[src/rtl/ppfi_pkg.sv]
package ppfi_pkg;
  // clock and pin timing
  localparam int CLK_NS = 40;
  localparam int WE_LOW_NS = 15;
  localparam int RD_ACC_NS = 120;
  localparam int LOAD_WINDOW_US = 200;
  localparam int PAGE_WRITE_MS = 10;
  localparam int PWRUP_MS = 5;
  localparam int WE_LOW_RAW = (WE_LOW_NS + CLK_NS - 1) / CLK_NS;
  localparam int WE_LOW_CYC = (WE_LOW_RAW < 1) ? 1 : WE_LOW_RAW;
  localparam int RD_CYC = (RD_ACC_NS + CLK_NS - 1) / CLK_NS;
  localparam int LOAD_WINDOW_CYC = LOAD_WINDOW_US * 1000 / CLK_NS;
  localparam int PAGE_WRITE_CYC = PAGE_WRITE_MS * 1000000 / CLK_NS;
  localparam int PWRUP_CYC = PWRUP_MS * 1000000 / CLK_NS;
  localparam int CNT_W = 20;
  // flash geometry
  localparam int FA_W = 18;
  localparam int PAGE_BYTES = 128;
  localparam int PIDX_W = 7;
  // register byte offsets
  localparam logic [11:0] REG_CTRL = 12'h000;
  localparam logic [11:0] REG_ADDR = 12'h004;
  localparam logic [11:0] REG_DATA = 12'h008;
  localparam logic [11:0] REG_STATUS = 12'h00C;
  localparam logic [2:0] BUF_WIN = 3'h1;
  // field positions
  localparam int CTRL_START = 0;
  localparam int CTRL_PROT = 8;
  localparam int CTRL_IDHV = 9;
  localparam int ST_BUSY = 0;
  localparam int ST_READY = 1;
  localparam int ST_DONE = 2;
  localparam int ST_WIN = 3;
  // command codes
  localparam logic [3:0] CMD_READ = 4'h0;
  localparam logic [3:0] CMD_RAW = 4'h1;
  localparam logic [3:0] CMD_PAGE = 4'h2;
  localparam logic [3:0] CMD_PDIS = 4'h3;
  localparam logic [3:0] CMD_ERASE = 4'h4;
  localparam logic [3:0] CMD_IDIN = 4'h5;
  localparam logic [3:0] CMD_IDOUT = 4'h6;
  // command sequence bytes
  localparam logic [14:0] SEQ_A1 = 15'h5555;
  localparam logic [14:0] SEQ_A2 = 15'h2AAA;
  localparam logic [7:0] SEQ_D1 = 8'hAA;
  localparam logic [7:0] SEQ_D2 = 8'h55;
  localparam logic [7:0] SEQ_LOAD = 8'hA0;
  localparam logic [7:0] SEQ_EXT = 8'h80;
  localparam logic [7:0] SEQ_IDIN = 8'h90;
  localparam logic [7:0] SEQ_IDOUT = 8'hF0;
  localparam logic [7:0] SEQ_PDIS = 8'h20;
  localparam logic [7:0] SEQ_ERASE = 8'h10;
  // reset values
  localparam logic [31:0] CTRL_RST = 32'h0000_0000;
  localparam logic [7:0] LEN_RST = 8'h80;
endpackage

[src/rtl/ppfi_buf_if.sv]
`timescale 1ns/1ps
interface ppfi_buf_if;
  logic we;
  logic [6:0] waddr;
  logic [7:0] wdata;
  logic [6:0] raddr;
  logic [7:0] rdata;
  modport user (output we, output waddr, output wdata, output raddr,
                input rdata);
  modport mem (input we, input waddr, input wdata, input raddr,
               output rdata);
endinterface

[src/rtl/ppfi_host.sv]
`timescale 1ns/1ps
// How it works
// - drive data only with output enable high; read with select and enable low
// - write cycle: select and write strobe low, output enable held high
// - page bytes follow back to back, far inside the byte load window
// - one page per load: upper address fixed, low seven bits pick the byte
// - protected page loads are prefixed by the three byte unlock sequence
// - identification read with the high voltage pin raised, strobe high
// - identification entry uses the short three byte sequence
// - chip erase bytes go out in their fixed order
module ppfi_host
  import ppfi_pkg::*;
#(
  parameter int PWRUP_CYCLES = PWRUP_CYC,
  parameter int WRITE_CYCLES = PAGE_WRITE_CYC,
  parameter int WINDOW_CYCLES = LOAD_WINDOW_CYC
) (
  // clock and reset
  input wire logic CLK_SYS,
  input wire logic RST_N,
  // apb slave
  input wire logic PSEL,
  input wire logic PENABLE,
  input wire logic PWRITE,
  input wire logic [11:0] PADDR,
  input wire logic [31:0] PWDATA,
  output logic [31:0] PRDATA,
  output logic PREADY,
  output logic PSLVERR,
  // flash pins
  output logic [17:0] FL_ADDR,
  output logic [7:0] FL_DQ_OUT,
  output logic FL_DQ_OE,
  input wire logic [7:0] FL_DQ_IN,
  output logic FL_CE_N,
  output logic FL_OE_N,
  output logic FL_WE_N,
  output logic FL_ID_HV
);
  typedef enum logic [3:0] {
    S_PWRUP = 4'h0,
    S_IDLE = 4'h1,
    S_ADDR = 4'h2,
    S_DATA = 4'h3,
    S_STROBE = 4'h4,
    S_HOLD = 4'h5,
    S_RD = 4'h6,
    S_WAIT = 4'h7
  } ppfi_state_t;

  ppfi_buf_if buf_bus ();

  ppfi_page_buf #(.DEPTH(PAGE_BYTES)) u_buf (
    .clk(CLK_SYS),
    .bus(buf_bus)
  );

  ppfi_state_t state, next_state;
  logic [CNT_W-1:0] cnt, next_cnt;
  logic [CNT_W-1:0] win, next_win;
  logic [7:0] idx, next_idx;
  logic [3:0] cmd, next_cmd;
  logic prot, next_prot;
  logic idhv, next_idhv;
  logic [17:0] addr_r, next_addr_r;
  logic [7:0] wdata_r, next_wdata_r;
  logic [7:0] len_r, next_len_r;
  logic [7:0] rdata_r, next_rdata_r;
  logic done, next_done;
  logic [17:0] next_fl_addr;
  logic [7:0] next_fl_dq_out;
  logic next_fl_dq_oe, next_fl_ce_n, next_fl_oe_n, next_fl_we_n;
  logic next_fl_id_hv;
  logic [31:0] next_prdata;
  logic next_pready, next_pslverr;
  logic [7:0] slen, total, pidx;
  logic [22:0] sbyte;
  logic [17:0] cur_addr;
  logic [7:0] cur_data;
  logic wr_go, rd_go, mapped, start, clr_done, last;

  // number of command bytes in front of any page data
  function automatic logic [7:0] seq_len(input logic [3:0] c,
                                         input logic p);
    unique case (c)
      CMD_RAW: seq_len = 8'h01;
      CMD_PAGE: seq_len = p ? 8'h03 : 8'h00;
      CMD_PDIS: seq_len = 8'h06;
      CMD_ERASE: seq_len = 8'h06;
      CMD_IDIN: seq_len = 8'h03;
      CMD_IDOUT: seq_len = 8'h03;
      default: seq_len = 8'h00;
    endcase
  endfunction

  // address and data of one command byte
  function automatic logic [22:0] seq_byte(input logic [3:0] c,
                                           input logic [7:0] i);
    logic [7:0] third;
    logic [7:0] sixth;
    third = SEQ_EXT;
    sixth = (c == CMD_ERASE) ? SEQ_ERASE : SEQ_PDIS;
    if (c == CMD_PAGE) begin
      third = SEQ_LOAD;
    end else if (c == CMD_IDIN) begin
      third = SEQ_IDIN;
    end else if (c == CMD_IDOUT) begin
      third = SEQ_IDOUT;
    end
    unique case (i)
      8'h00: seq_byte = {SEQ_A1, SEQ_D1};
      8'h01: seq_byte = {SEQ_A2, SEQ_D2};
      8'h02: seq_byte = {SEQ_A1, third};
      8'h03: seq_byte = {SEQ_A1, SEQ_D1};
      8'h04: seq_byte = {SEQ_A2, SEQ_D2};
      default: seq_byte = {SEQ_A1, sixth};
    endcase
  endfunction

  always_comb begin
    slen = seq_len(cmd, prot);
    total = slen + ((cmd == CMD_PAGE) ? len_r : 8'h00);
    pidx = idx - slen;
    sbyte = seq_byte(cmd, idx);
    last = (idx + 8'h01) >= total;
    cur_addr = {3'h0, sbyte[22:8]};
    cur_data = sbyte[7:0];
    if (cmd == CMD_RAW) begin
      cur_addr = addr_r;
      cur_data = wdata_r;
    end else if (idx >= slen) begin
      cur_addr = {addr_r[17:7], pidx[PIDX_W-1:0]};
      cur_data = buf_bus.rdata;
    end
  end

  // apb decode
  always_comb begin
    wr_go = PSEL && PENABLE && PREADY && PWRITE;
    rd_go = PSEL && PENABLE && !PREADY;
    mapped = (PADDR == REG_CTRL) || (PADDR == REG_ADDR) ||
             (PADDR == REG_DATA) || (PADDR == REG_STATUS) ||
             (PADDR[11:9] == BUF_WIN && PADDR[1:0] == 2'h0);
    start = wr_go && PADDR == REG_CTRL && PWDATA[CTRL_START] &&
            state == S_IDLE;
    clr_done = wr_go && PADDR == REG_STATUS && PWDATA[ST_DONE];
    buf_bus.we = wr_go && PADDR[11:9] == BUF_WIN && PADDR[1:0] == 2'h0;
    buf_bus.waddr = PADDR[8:2];
    buf_bus.wdata = PWDATA[7:0];
    buf_bus.raddr = pidx[PIDX_W-1:0];
  end

  always_comb begin
    next_pready = rd_go;
    next_pslverr = rd_go && !mapped;
    next_prdata = 32'h0000_0000;
    if (rd_go && !PWRITE) begin
      unique case (PADDR)
        REG_CTRL: next_prdata = {22'h0, idhv, prot, cmd, 4'h0};
        REG_ADDR: next_prdata = {14'h0, addr_r};
        REG_DATA: next_prdata = {16'h0, len_r, wdata_r};
        REG_STATUS: next_prdata = {16'h0, rdata_r, 4'h0, win != '0,
                                   done, state != S_PWRUP,
                                   state != S_IDLE};
        default: next_prdata = 32'h0000_0000;
      endcase
    end
    next_cmd = cmd;
    next_prot = prot;
    next_idhv = idhv;
    next_addr_r = addr_r;
    next_wdata_r = wdata_r;
    next_len_r = len_r;
    if (start) begin
      next_cmd = PWDATA[7:4];
      next_prot = PWDATA[CTRL_PROT];
      next_idhv = PWDATA[CTRL_IDHV];
    end
    if (wr_go && PADDR == REG_ADDR) begin
      next_addr_r = PWDATA[17:0];
    end
    if (wr_go && PADDR == REG_DATA) begin
      next_wdata_r = PWDATA[7:0];
      next_len_r = PWDATA[15:8];
    end
  end

  // pin sequencer
  always_comb begin
    next_state = state;
    next_cnt = cnt;
    next_idx = idx;
    next_rdata_r = rdata_r;
    next_done = done && !clr_done;
    next_win = (win != '0) ? win - 1'b1 : win;
    next_fl_addr = FL_ADDR;
    next_fl_dq_out = FL_DQ_OUT;
    next_fl_dq_oe = FL_DQ_OE;
    next_fl_ce_n = FL_CE_N;
    next_fl_oe_n = FL_OE_N;
    next_fl_we_n = FL_WE_N;
    next_fl_id_hv = FL_ID_HV;
    unique case (state)
      S_PWRUP: begin
        next_cnt = cnt - 1'b1;
        if (cnt == '0) begin
          next_state = S_IDLE;
        end
      end
      S_IDLE: begin
        next_idx = 8'h00;
        if (start && PWDATA[7:4] == CMD_READ) begin
          next_state = S_RD;
          next_cnt = CNT_W'(RD_CYC);
          next_fl_addr = addr_r;
          next_fl_ce_n = 1'b0;
          next_fl_oe_n = 1'b0;
          next_fl_id_hv = PWDATA[CTRL_IDHV];
        end else if (start) begin
          next_state = S_ADDR;
        end
      end
      S_ADDR: begin
        next_fl_addr = cur_addr;
        next_fl_oe_n = 1'b1;
        next_fl_ce_n = 1'b0;
        next_state = S_DATA;
      end
      S_DATA: begin
        next_fl_dq_out = cur_data;
        next_fl_dq_oe = 1'b1;
        next_fl_we_n = 1'b0;
        next_cnt = CNT_W'(WE_LOW_CYC - 1);
        next_state = S_STROBE;
      end
      S_STROBE: begin
        next_cnt = cnt - 1'b1;
        if (cnt == '0) begin
          next_fl_we_n = 1'b1;
          next_state = S_HOLD;
        end
      end
      S_HOLD: begin
        next_fl_ce_n = 1'b1;
        next_fl_dq_oe = 1'b0;
        next_idx = idx + 8'h01;
        next_win = CNT_W'(WINDOW_CYCLES);
        if (!last) begin
          next_state = S_ADDR;
        end else if (cmd == CMD_RAW) begin
          next_state = S_IDLE;
          next_done = 1'b1;
        end else begin
          next_state = S_WAIT;
          next_cnt = CNT_W'(WRITE_CYCLES);
        end
      end
      S_RD: begin
        next_cnt = cnt - 1'b1;
        if (cnt == '0) begin
          next_rdata_r = FL_DQ_IN;
          next_fl_ce_n = 1'b1;
          next_fl_oe_n = 1'b1;
          next_fl_id_hv = 1'b0;
          next_done = 1'b1;
          next_state = S_IDLE;
        end
      end
      S_WAIT: begin
        next_cnt = cnt - 1'b1;
        if (cnt == '0) begin
          next_done = 1'b1;
          next_state = S_IDLE;
        end
      end
      default: begin
        next_state = S_IDLE;
      end
    endcase
  end

  always_ff @(posedge CLK_SYS) begin
    if (!RST_N) begin
      state <= S_PWRUP;
      cnt <= CNT_W'(PWRUP_CYCLES);
      win <= '0;
      idx <= 8'h00;
      cmd <= CMD_READ;
      prot <= 1'b0;
      idhv <= 1'b0;
      addr_r <= '0;
      wdata_r <= 8'h00;
      len_r <= LEN_RST;
      rdata_r <= 8'h00;
      done <= 1'b0;
      FL_ADDR <= '0;
      FL_DQ_OUT <= 8'h00;
      FL_DQ_OE <= 1'b0;
      FL_CE_N <= 1'b1;
      FL_OE_N <= 1'b1;
      FL_WE_N <= 1'b1;
      FL_ID_HV <= 1'b0;
      PRDATA <= CTRL_RST;
      PREADY <= 1'b0;
      PSLVERR <= 1'b0;
    end else begin
      state <= next_state;
      cnt <= next_cnt;
      win <= next_win;
      idx <= next_idx;
      cmd <= next_cmd;
      prot <= next_prot;
      idhv <= next_idhv;
      addr_r <= next_addr_r;
      wdata_r <= next_wdata_r;
      len_r <= next_len_r;
      rdata_r <= next_rdata_r;
      done <= next_done;
      FL_ADDR <= next_fl_addr;
      FL_DQ_OUT <= next_fl_dq_out;
      FL_DQ_OE <= next_fl_dq_oe;
      FL_CE_N <= next_fl_ce_n;
      FL_OE_N <= next_fl_oe_n;
      FL_WE_N <= next_fl_we_n;
      FL_ID_HV <= next_fl_id_hv;
      PRDATA <= next_prdata;
      PREADY <= next_pready;
      PSLVERR <= next_pslverr;
    end
  end
endmodule

[src/rtl/ppfi_page_buf.sv]
`timescale 1ns/1ps
module ppfi_page_buf
  import ppfi_pkg::*;
#(
  parameter int DEPTH = PAGE_BYTES
) (
  input wire logic clk,
  ppfi_buf_if.mem bus
);
  logic [7:0] mem [DEPTH];
  logic [7:0] rdata;
  logic [7:0] next_rdata;

  // one write port, registered read port
  always_comb begin
    next_rdata = mem[bus.raddr];
  end

  always_ff @(posedge clk) begin
    if (bus.we) begin
      mem[bus.waddr] <= bus.wdata;
    end
    rdata <= next_rdata;
  end

  assign bus.rdata = rdata;
endmodule

[config.mk]
export PLATFORM = sky130hd
export DESIGN_NAME = ppfi_host
export DESIGN_NICKNAME = d
export VERILOG_FILES = /design/src/rtl/ppfi_pkg.sv /design/src/rtl/ppfi_buf_if.sv /design/src/rtl/ppfi_host.sv /design/src/rtl/ppfi_page_buf.sv
export SDC_FILE = /design/constraint.sdc
export NUM_CORES = 1
export LEC_CHECK = 0
export ABC_CLOCK_PERIOD_IN_PS = 4000
export CELL_PAD_IN_SITES_DETAIL_PLACEMENT = 1
export CELL_PAD_IN_SITES_GLOBAL_PLACEMENT = 1
export CORE_AREA = 8 8 574 294
export CTS_CLUSTER_DIAMETER = 50
export CTS_CLUSTER_SIZE = 40
export DETAILED_ROUTE_END_ITERATION = 7
export DIE_AREA = 0 0 582 302
export DONT_BUFFER_PORTS = 1
export GPL_ROUTABILITY_DRIVEN = 0
export HOLD_SLACK_MARGIN = 0.03
export PLACE_DENSITY = 0.54
export SLEW_MARGIN = 20
export SYNTH_ARGS = -nofsm -noshare
export SYNTH_HDL_FRONTEND = slang
export SYNTH_SLANG_ARGS = --single-unit
[constraint.sdc]
create_clock -name CLK_SYS -period 4 [get_ports CLK_SYS]
set_clock_uncertainty 0.2 [all_clocks]
set_input_delay 0.6 -clock CLK_SYS [delete_from_list [all_inputs] [get_ports CLK_SYS]]
set_output_delay 0.6 -clock CLK_SYS [all_outputs]
set_load 0.02 [all_outputs]
Yosys cells after proc, flatten, opt, wreduce, memory -nomap -nowiden
Memory sizes are Yosys's and may differ from the RTL's. A register that Yosys moved wholly into a read port is not among the register bits.
Cells that the tools add are included.
{"block": "totals", "ff_bits": 166, "ram_bits": 1024, "output_inout_bits": 65, "elab_cells": 165, "memories": 1}
{"memory": "u_buf.mem", "depth": 128, "width": 8, "read_ports": 1, "rd_ports_with_merged_regs": 1, "write_ports": 1, "line": "ppfi_page_buf.sv:10", "rtl": "logic [7:0] mem [DEPTH];"}
{"block": "classes", "add_sub_neg": 5, "magnitude_cmp": 2, "eq_ne": 29, "n_mux": 44, "bitwise": 1, "reduce_logical": 60}
{"cell": "$pmux W20 S4", "count": 1}
{"cell": "$pmux W18 S4", "count": 1}
{"cell": "$pmux W23 S3", "count": 1}
{"cell": "$mux W20", "count": 3}
{"cell": "$mux W18", "count": 3}
{"cell": "$sub A20 B1 Y20 const B", "count": 2}
{"cell": "$pmux W18 S2", "count": 1}
{"cell": "$eq A4 B3 Y1 const B", "count": 7}
{"cell": "$mux W13", "count": 2}
{"cell": "$eq A12 B4 Y1 const B", "count": 2}
{"cell": "$mux W8", "count": 3}
{"cell": "$pmux W4 S6", "count": 1}
{"cell": "$mux W7", "count": 3}
{"cell": "$logic_not A20 Y1", "count": 1}
{"cell": "$reduce_bool A20 Y1", "count": 1}
{"cell": "$logic_and A1 B1 Y1", "count": 18}
{"cell": "$eq A4 B2 Y1 const B", "count": 4}
{"cell": "$eq A8 B2 Y1 const B", "count": 2}
{"cell": "$mux W4", "count": 4}
{"cell": "$pmux W8 S2", "count": 1}
{"cell": "$eq A12 B3 Y1 const B", "count": 1}
{"cell": "$logic_not A12 Y1", "count": 1}
{"cell": "$pmux W3 S4", "count": 1}
{"cell": "$reduce_and A3 Y1", "count": 4}
{"cell": "other kinds (34)", "count": 73}

Longest topological paths before layout
{"block": "depth", "ltp_word": 10, "mapped_depth": 21}

By module
Synthesis repeated with hierarchy kept, for this count alone.
{"block": "hier_totals", "hier_cells": 2560, "area_unflattened_um2": 47431.7}
{"module": "ppfi_page_buf", "instances": 1, "cells_each": 1635, "area_each_um2": 39665.5, "seq_area_each_um2": 30909.6}
{"module": "ppfi_host", "instances": 1, "cells_each": 925, "area_each_um2": 7766.2, "seq_area_each_um2": 3022.9}

Worst setup path before layout
OpenSTA, ideal clock, no wires.
{"block": "synth_timing", "path_kind": "reg2reg", "startpoint": "register cmd[1]", "endpoint": "register cnt[7]", "setup_ps": 115, "t_arrival_ps": 4059, "setup_slack_ps": -374, "stages_incl_launch_ff": 22, "n_path_buf": 3, "period_less_slack_ps": 4374, "path_cell_list": "dfxtp_1 clkbuf_1 nor3b_1 nor2b_1 clkbuf_1 and2_1 ha_1 inv_1 fa_1 nor2b_1 o21ai_0 xnor2_1 nand2_1 ha_1 a21oi_1 nor2b_1 o21ai_0 o211ai_1 a21oi_1 clkbuf_1 nor3_1 o21a_1"}
{"block": "synth_via", "elab_chain_len": 7, "elab_cells_between_ends": 15, "cone_classes": "add/sub: 1; order compare: 1; eq/ne: 8; mux: 2; reduce/logical: 3"}
{"element": "start, declared", "line": "ppfi_host.sv:62", "rtl": "logic [3:0] cmd, next_cmd;"}
{"element": "start signal, assigned", "line": "ppfi_host.sv:311", "rtl": "cmd <= next_cmd;"}
{"element": "$eq A4 B3 Y1 / $eq A4 B2 Y1 (equally long branches)", "line": "ppfi_host.sv:85", "rtl": "unique case (c)"}
{"element": "$reduce_or A2 Y1 (no line)"}
{"element": "$pmux W3 S4", "line": "ppfi_host.sv:85"}
{"element": "$add A8 B8 Y8", "line": "ppfi_host.sv:122", "rtl": "total = slen + ((cmd == CMD_PAGE) ? len_r : 8'h00);"}
{"element": "$ge A8 B8 Y1", "line": "ppfi_host.sv:125", "rtl": "last = (idx + 8'h01) >= total;"}
{"element": "$ne A2 B2 Y1 (no line)"}
{"element": "$reduce_and A4 Y1 (no line) (*)"}
{"element": "end signal, assigned", "line": "ppfi_host.sv:285", "rtl": "cnt <= CNT_W'(PWRUP_CYCLES);"}
{"element": "end signal, assigned", "line": "ppfi_host.sv:308", "rtl": "cnt <= next_cnt;"}
{"element": "end, declared", "line": "ppfi_host.sv:59", "rtl": "logic [CNT_W-1:0] cnt, next_cnt;"}
Every way passes the cells marked *; elsewhere a longest branch is shown, timed or not.
A chain may end at the register's enable or synchronous reset.

Final worst setup path
{"block": "layout_timing", "startpoint": "register cmd[0]", "endpoint": "register u_buf.rdata[5] (netlist: u_buf.bus.rdata[5]), read port of u_buf.mem"}
{"block": "layout_via", "elab_chain_len": 4, "elab_cells_between_ends": 10, "cone_classes": "add/sub: 1; eq/ne: 6; mux: 1; reduce/logical: 2"}
{"element": "$eq A4 B3 Y1 / $eq A4 B2 Y1 (equally long branches)", "line": "ppfi_host.sv:85"}
{"element": "$reduce_or A2 Y1 (no line)"}
{"element": "$pmux W3 S4 (*)", "line": "ppfi_host.sv:85"}
{"element": "$sub A7 B7 Y7 (*)", "line": "ppfi_host.sv:123", "rtl": "pidx = idx - slen;"}
{"element": "end, declared", "line": "ppfi_page_buf.sv:11", "rtl": "logic [7:0] rdata;"}
Marks and branches as above.

==> flow_summary.ini <==
[placement]
port_buffers = 0
hpwl_mm = 94.79
pre_cts_ws_ns = -0.4509
place_inst = 5197
place_area_sq_um = 53080

[grt]
grt_pass1_vias = 27670
grt_pass1_wl_mm = 211.7
grt_use_met1_pct = 27.56
grt_max_degree = 132
grt_overflow_total = 0
grt-busiest-layer = met1
track_usage_pct = 16.46
antenna_found_initial = 10
grtUsageMet2_pct = 21.29
use_met3_pct = 4.105

[timing]
setup_slack_ns = -0.1693
finalSetupViolations = 20
relSlewSlack_pct = 31.57
tightest_slew_ns = 1.021
max_freq_mhz = 239.9
min_period_ns = 4.169
slew_viol_final = 0
final-hold-violation-count = 0
period_share_pct = 104.2
rsz0062_at_grt = true

[clocking]
cts_tree = built
clockRootBuffer = clkbuf_16
clk_latency_ns = 0.69
cts_buffer_depth = 3
clk_pin_slew_ns = 0.10
cts-buffers-inserted = 69
clock_sinks = 1183
htreeDepth = 3

[final_layout]
final_common_cell = edfxtp_1
nets = 3285
final_cells = 5409
layout-drive-gt1-share_pct = 30.59
area_delta_synth_final_pct = 21.26
finalInstanceArea_sq_um = 57890
num-fill-cells = 16260
final_cell_mix = edfxtp_1, buf_4, nor2_1

[synthesis]
synth_seq_cells = 1183
synth-xor-area-share_pct = 0.6055
synth_area_sq_um = 47740
async_flop_share_pct = 0
synth_cell_type_count = 65
syn_inst = 2841
synth-simple-area-share_pct = 6.959
synthFlopType = edfxtp_1
synthAdderAreaFrac_pct = 0.6081
yosysWarnings = 0
synth_compound_area_share_pct = 4.312
yosysSeqAreaShare_pct = 71.08
synthMuxAreaShare_pct = 14.77
avgSynthCellArea_sq_um = 16.80
synth_edf_count = 1024
synth_top_family_by_area = multiplexers

[pwr]
leakagePower_nw = 19.30
switching_power_mw = 5.613
ir_drop_mv = 0.2923
seqPwrFrac_pct = 58.2
power.internal_mw = 17.67
switching_share_pct = 24.11
power.density_nw_per_um2 = 402.2
comb_power_share_pct = 4.1
pwr-share-clk_pct = 37.6
total_power_mw = 23.28

[floorplanning]
num_io_pins = 122
die_height_um = 302
die-area_sq_um = 175800
die_w_um = 582
fp-row-count = 105
core_sq_um = 161500
start_util_pct = 29.57

[drt]
via_count = 27650
drt_first_pass_iters = 5
antenna_left = 0
vias_per_cell = 5.112
drt_wl_total_mm = 148.7
drt_iter0_drc = 3107
wl_per_cell_um = 27.49
drc_errors = 0

[min_path]
hp-start = PADDR[3]
hold_path_class = input pin to flop
hold_depth = 3
min_to = PRDATA[4]$_SDFF_PN0_

[worst_setup_path]
worstPathArrival_ns = 4.52
cp_max_fo = 10
r2r-start = cmd[0]$_SDFFE_PN0P_
end_kind = flop
critPathKind = flop to flop
reg2reg_depth = 16
worstSetupStartpointType = flop
timing.rr.end = u_buf.bus.rdata[5]$_DFF_P_
cp.required_ns = 4.35
regToRegSetupSlack_ns = -0.17

[run]
max_cap_violations = 0

[run_status]
status = complete, but fails checks
violations = setup timing
cell families after synthesis:
| group | Yosys count |
|---|---|
| fa+ha+maj | 22 |
| simple gates | 718 |
| other cells | 1 |
| compound gates | 317 |
| flops | 1183 |
| xor+xnor | 33 |
| buf+inv | 190 |
| mux | 377 |
metrics by stage:
| step | setup TNS (ns) | utilization, % | hold WS [ns] |
|---|---|---|---|
| 3_5_place_dp | -7.702 | 32.88 | 0.2453 |
| 4_1_cts | -1.236 | 35.50 | 0.04203 |
| 3_3_place_gp | -4.767 | 32.88 | 0.2389 |
| 2_1_floorplan | -0.001744 | - | 0.2284 |
| 5_1_grt | -7.474 | 35.84 | 0.03255 |
| 6_report | -1.551 | 35.85 | 0.07137 |
per-layer routing:
| layer | vias up | wire (um) |
|---|---|---|
| li1 | 11900 | - |
| met1 | 14730 | 77180 |
| met2 | 926 | 57290 |
| met3 | 97 | 12730 |
| met4 | 0 | 1485 |
| met5 | - | 0 |
state kept, by name, indices dropped and copies added (netlist names), 8 cells and up:
register / count
addr_r: 18
wdata_r: 8
FL_ADDR: 18
u_buf.bus.rdata: 8
len_r: 8
PRDATA: 18
cnt: 20
rdata_r: 8
u_buf.mem: 1024
idx: 8
FL_DQ_OUT: 8
win: 20
layout make-up:
type                            instances  area [sq um]  share of cell area (%)
Sequential cell                      1183         33940                   58.63
Multi-Input combinational cell       1481         14110                   24.37
Timing Repair Buffer                  454          4492                   7.760
Tap cell                             2140          2678                   4.626
Clock buffer                           74          1831                   3.162
Clock inverter                         54         758.2                   1.310
Inverter                               17         63.81                  0.1102
Antenna cell                            6         15.01                 0.02594
repair_timing:
action / 4_1_cts / 5_1_grt
resized for setup: 142 / 98
cloned: 9 / 2
pin swaps: 30 / 59
hold buffers: 35 / 0
endpoints found under the hold margin: 1122 / 0
buffers inserted: 23 / 21
setup endpoints to repair: 32 / 32
worst max-delay path: stages, from the launching register on:
cell	delay (ns)
dfxtp_4	0.38
nand2b_4	0.14
o21a_1	0.16
nor2_1	0.08
buf_4	0.13
ha_4	0.12
inv_2	0.04
fa_4	0.82
buf_12	0.14
buf_16	0.17
buf_16	0.16
buf_12	0.11
mux4_2	0.33
mux2i_4	0.20
mux2_4	0.21
o32ai_2	0.13
or4_1	0.51
power groups by stage:
stage / Combinational [mW] / Clock [mW] / Sequential (mW)
2_1_floorplan: 0.533 / 0 / 13.8
3_3_place_gp: 0.660 / 0 / 13.8
3_5_place_dp: 0.678 / 0 / 13.8
4_1_cts: 0.961 / 8.99 / 13.6
5_1_grt: 1.06 / 9.35 / 13.6
6_report: 0.965 / 8.76 / 13.6
synthesized netlist by cell type, types with 4 or more instances:
cell,n,area share [%]
a211oi_1,41,0.64
a21o_1,6,0.094
a21oi_1,119,1.2
a22oi_1,18,0.28
a31oi_1,10,0.13
a32oi_1,6,0.11
and2_1,38,0.50
and3_1,38,0.50
buf_1,22,0.17
buf_2,19,0.20
buf_4,14,0.22
clkbuf_1,118,0.93
dfxtp_1,159,6.7
edfxtp_1,1024,64
ha_1,20,0.52
inv_1,16,0.13
mux2_2,40,0.94
mux2i_1,79,1.7
mux4_2,258,12
nand2_1,218,1.7
nand2b_1,13,0.17
nand3_1,24,0.25
nand4_1,8,0.10
nand4b_1,4,0.073
nor2_1,260,2.0
nor2b_1,18,0.24
nor3_1,34,0.36
nor3b_1,6,0.094
nor4_1,8,0.10
o211ai_1,9,0.14
o21a_1,5,0.079
o21ai_0,40,0.42
o221a_2,4,0.094
o31ai_1,9,0.14
o32ai_1,32,0.59
or2_2,8,0.10
or3_1,8,0.10
or4_1,20,0.31
xnor2_1,18,0.33
xor2_1,15,0.28
how the worst max path moves through the flow:
stage | cells past startpoint | to | from | slack, ns
floorplan | 21 | cnt[7]$_SDFFE_PN0P_ | cmd[3]$_SDFFE_PN0P_ | -0.002
global placement | 14 | u_buf.bus.rdata[5]$_DFF_P_ | cmd[0]$_SDFFE_PN0P_ | -0.40
detailed placement | 15 | u_buf.bus.rdata[6]$_DFF_P_ | cmd[0]$_SDFFE_PN0P_ | -0.45
CTS | 17 | u_buf.bus.rdata[6]$_DFF_P_ | cmd[0]$_SDFFE_PN0P_ | -0.16
global route | 22 | cnt[14]$_SDFFE_PN1P_ | cmd[0]$_SDFFE_PN0P_ | -0.30
finish | 16 | u_buf.bus.rdata[5]$_DFF_P_ | cmd[0]$_SDFFE_PN0P_ | -0.17
(Power assumes the default switching activity.)
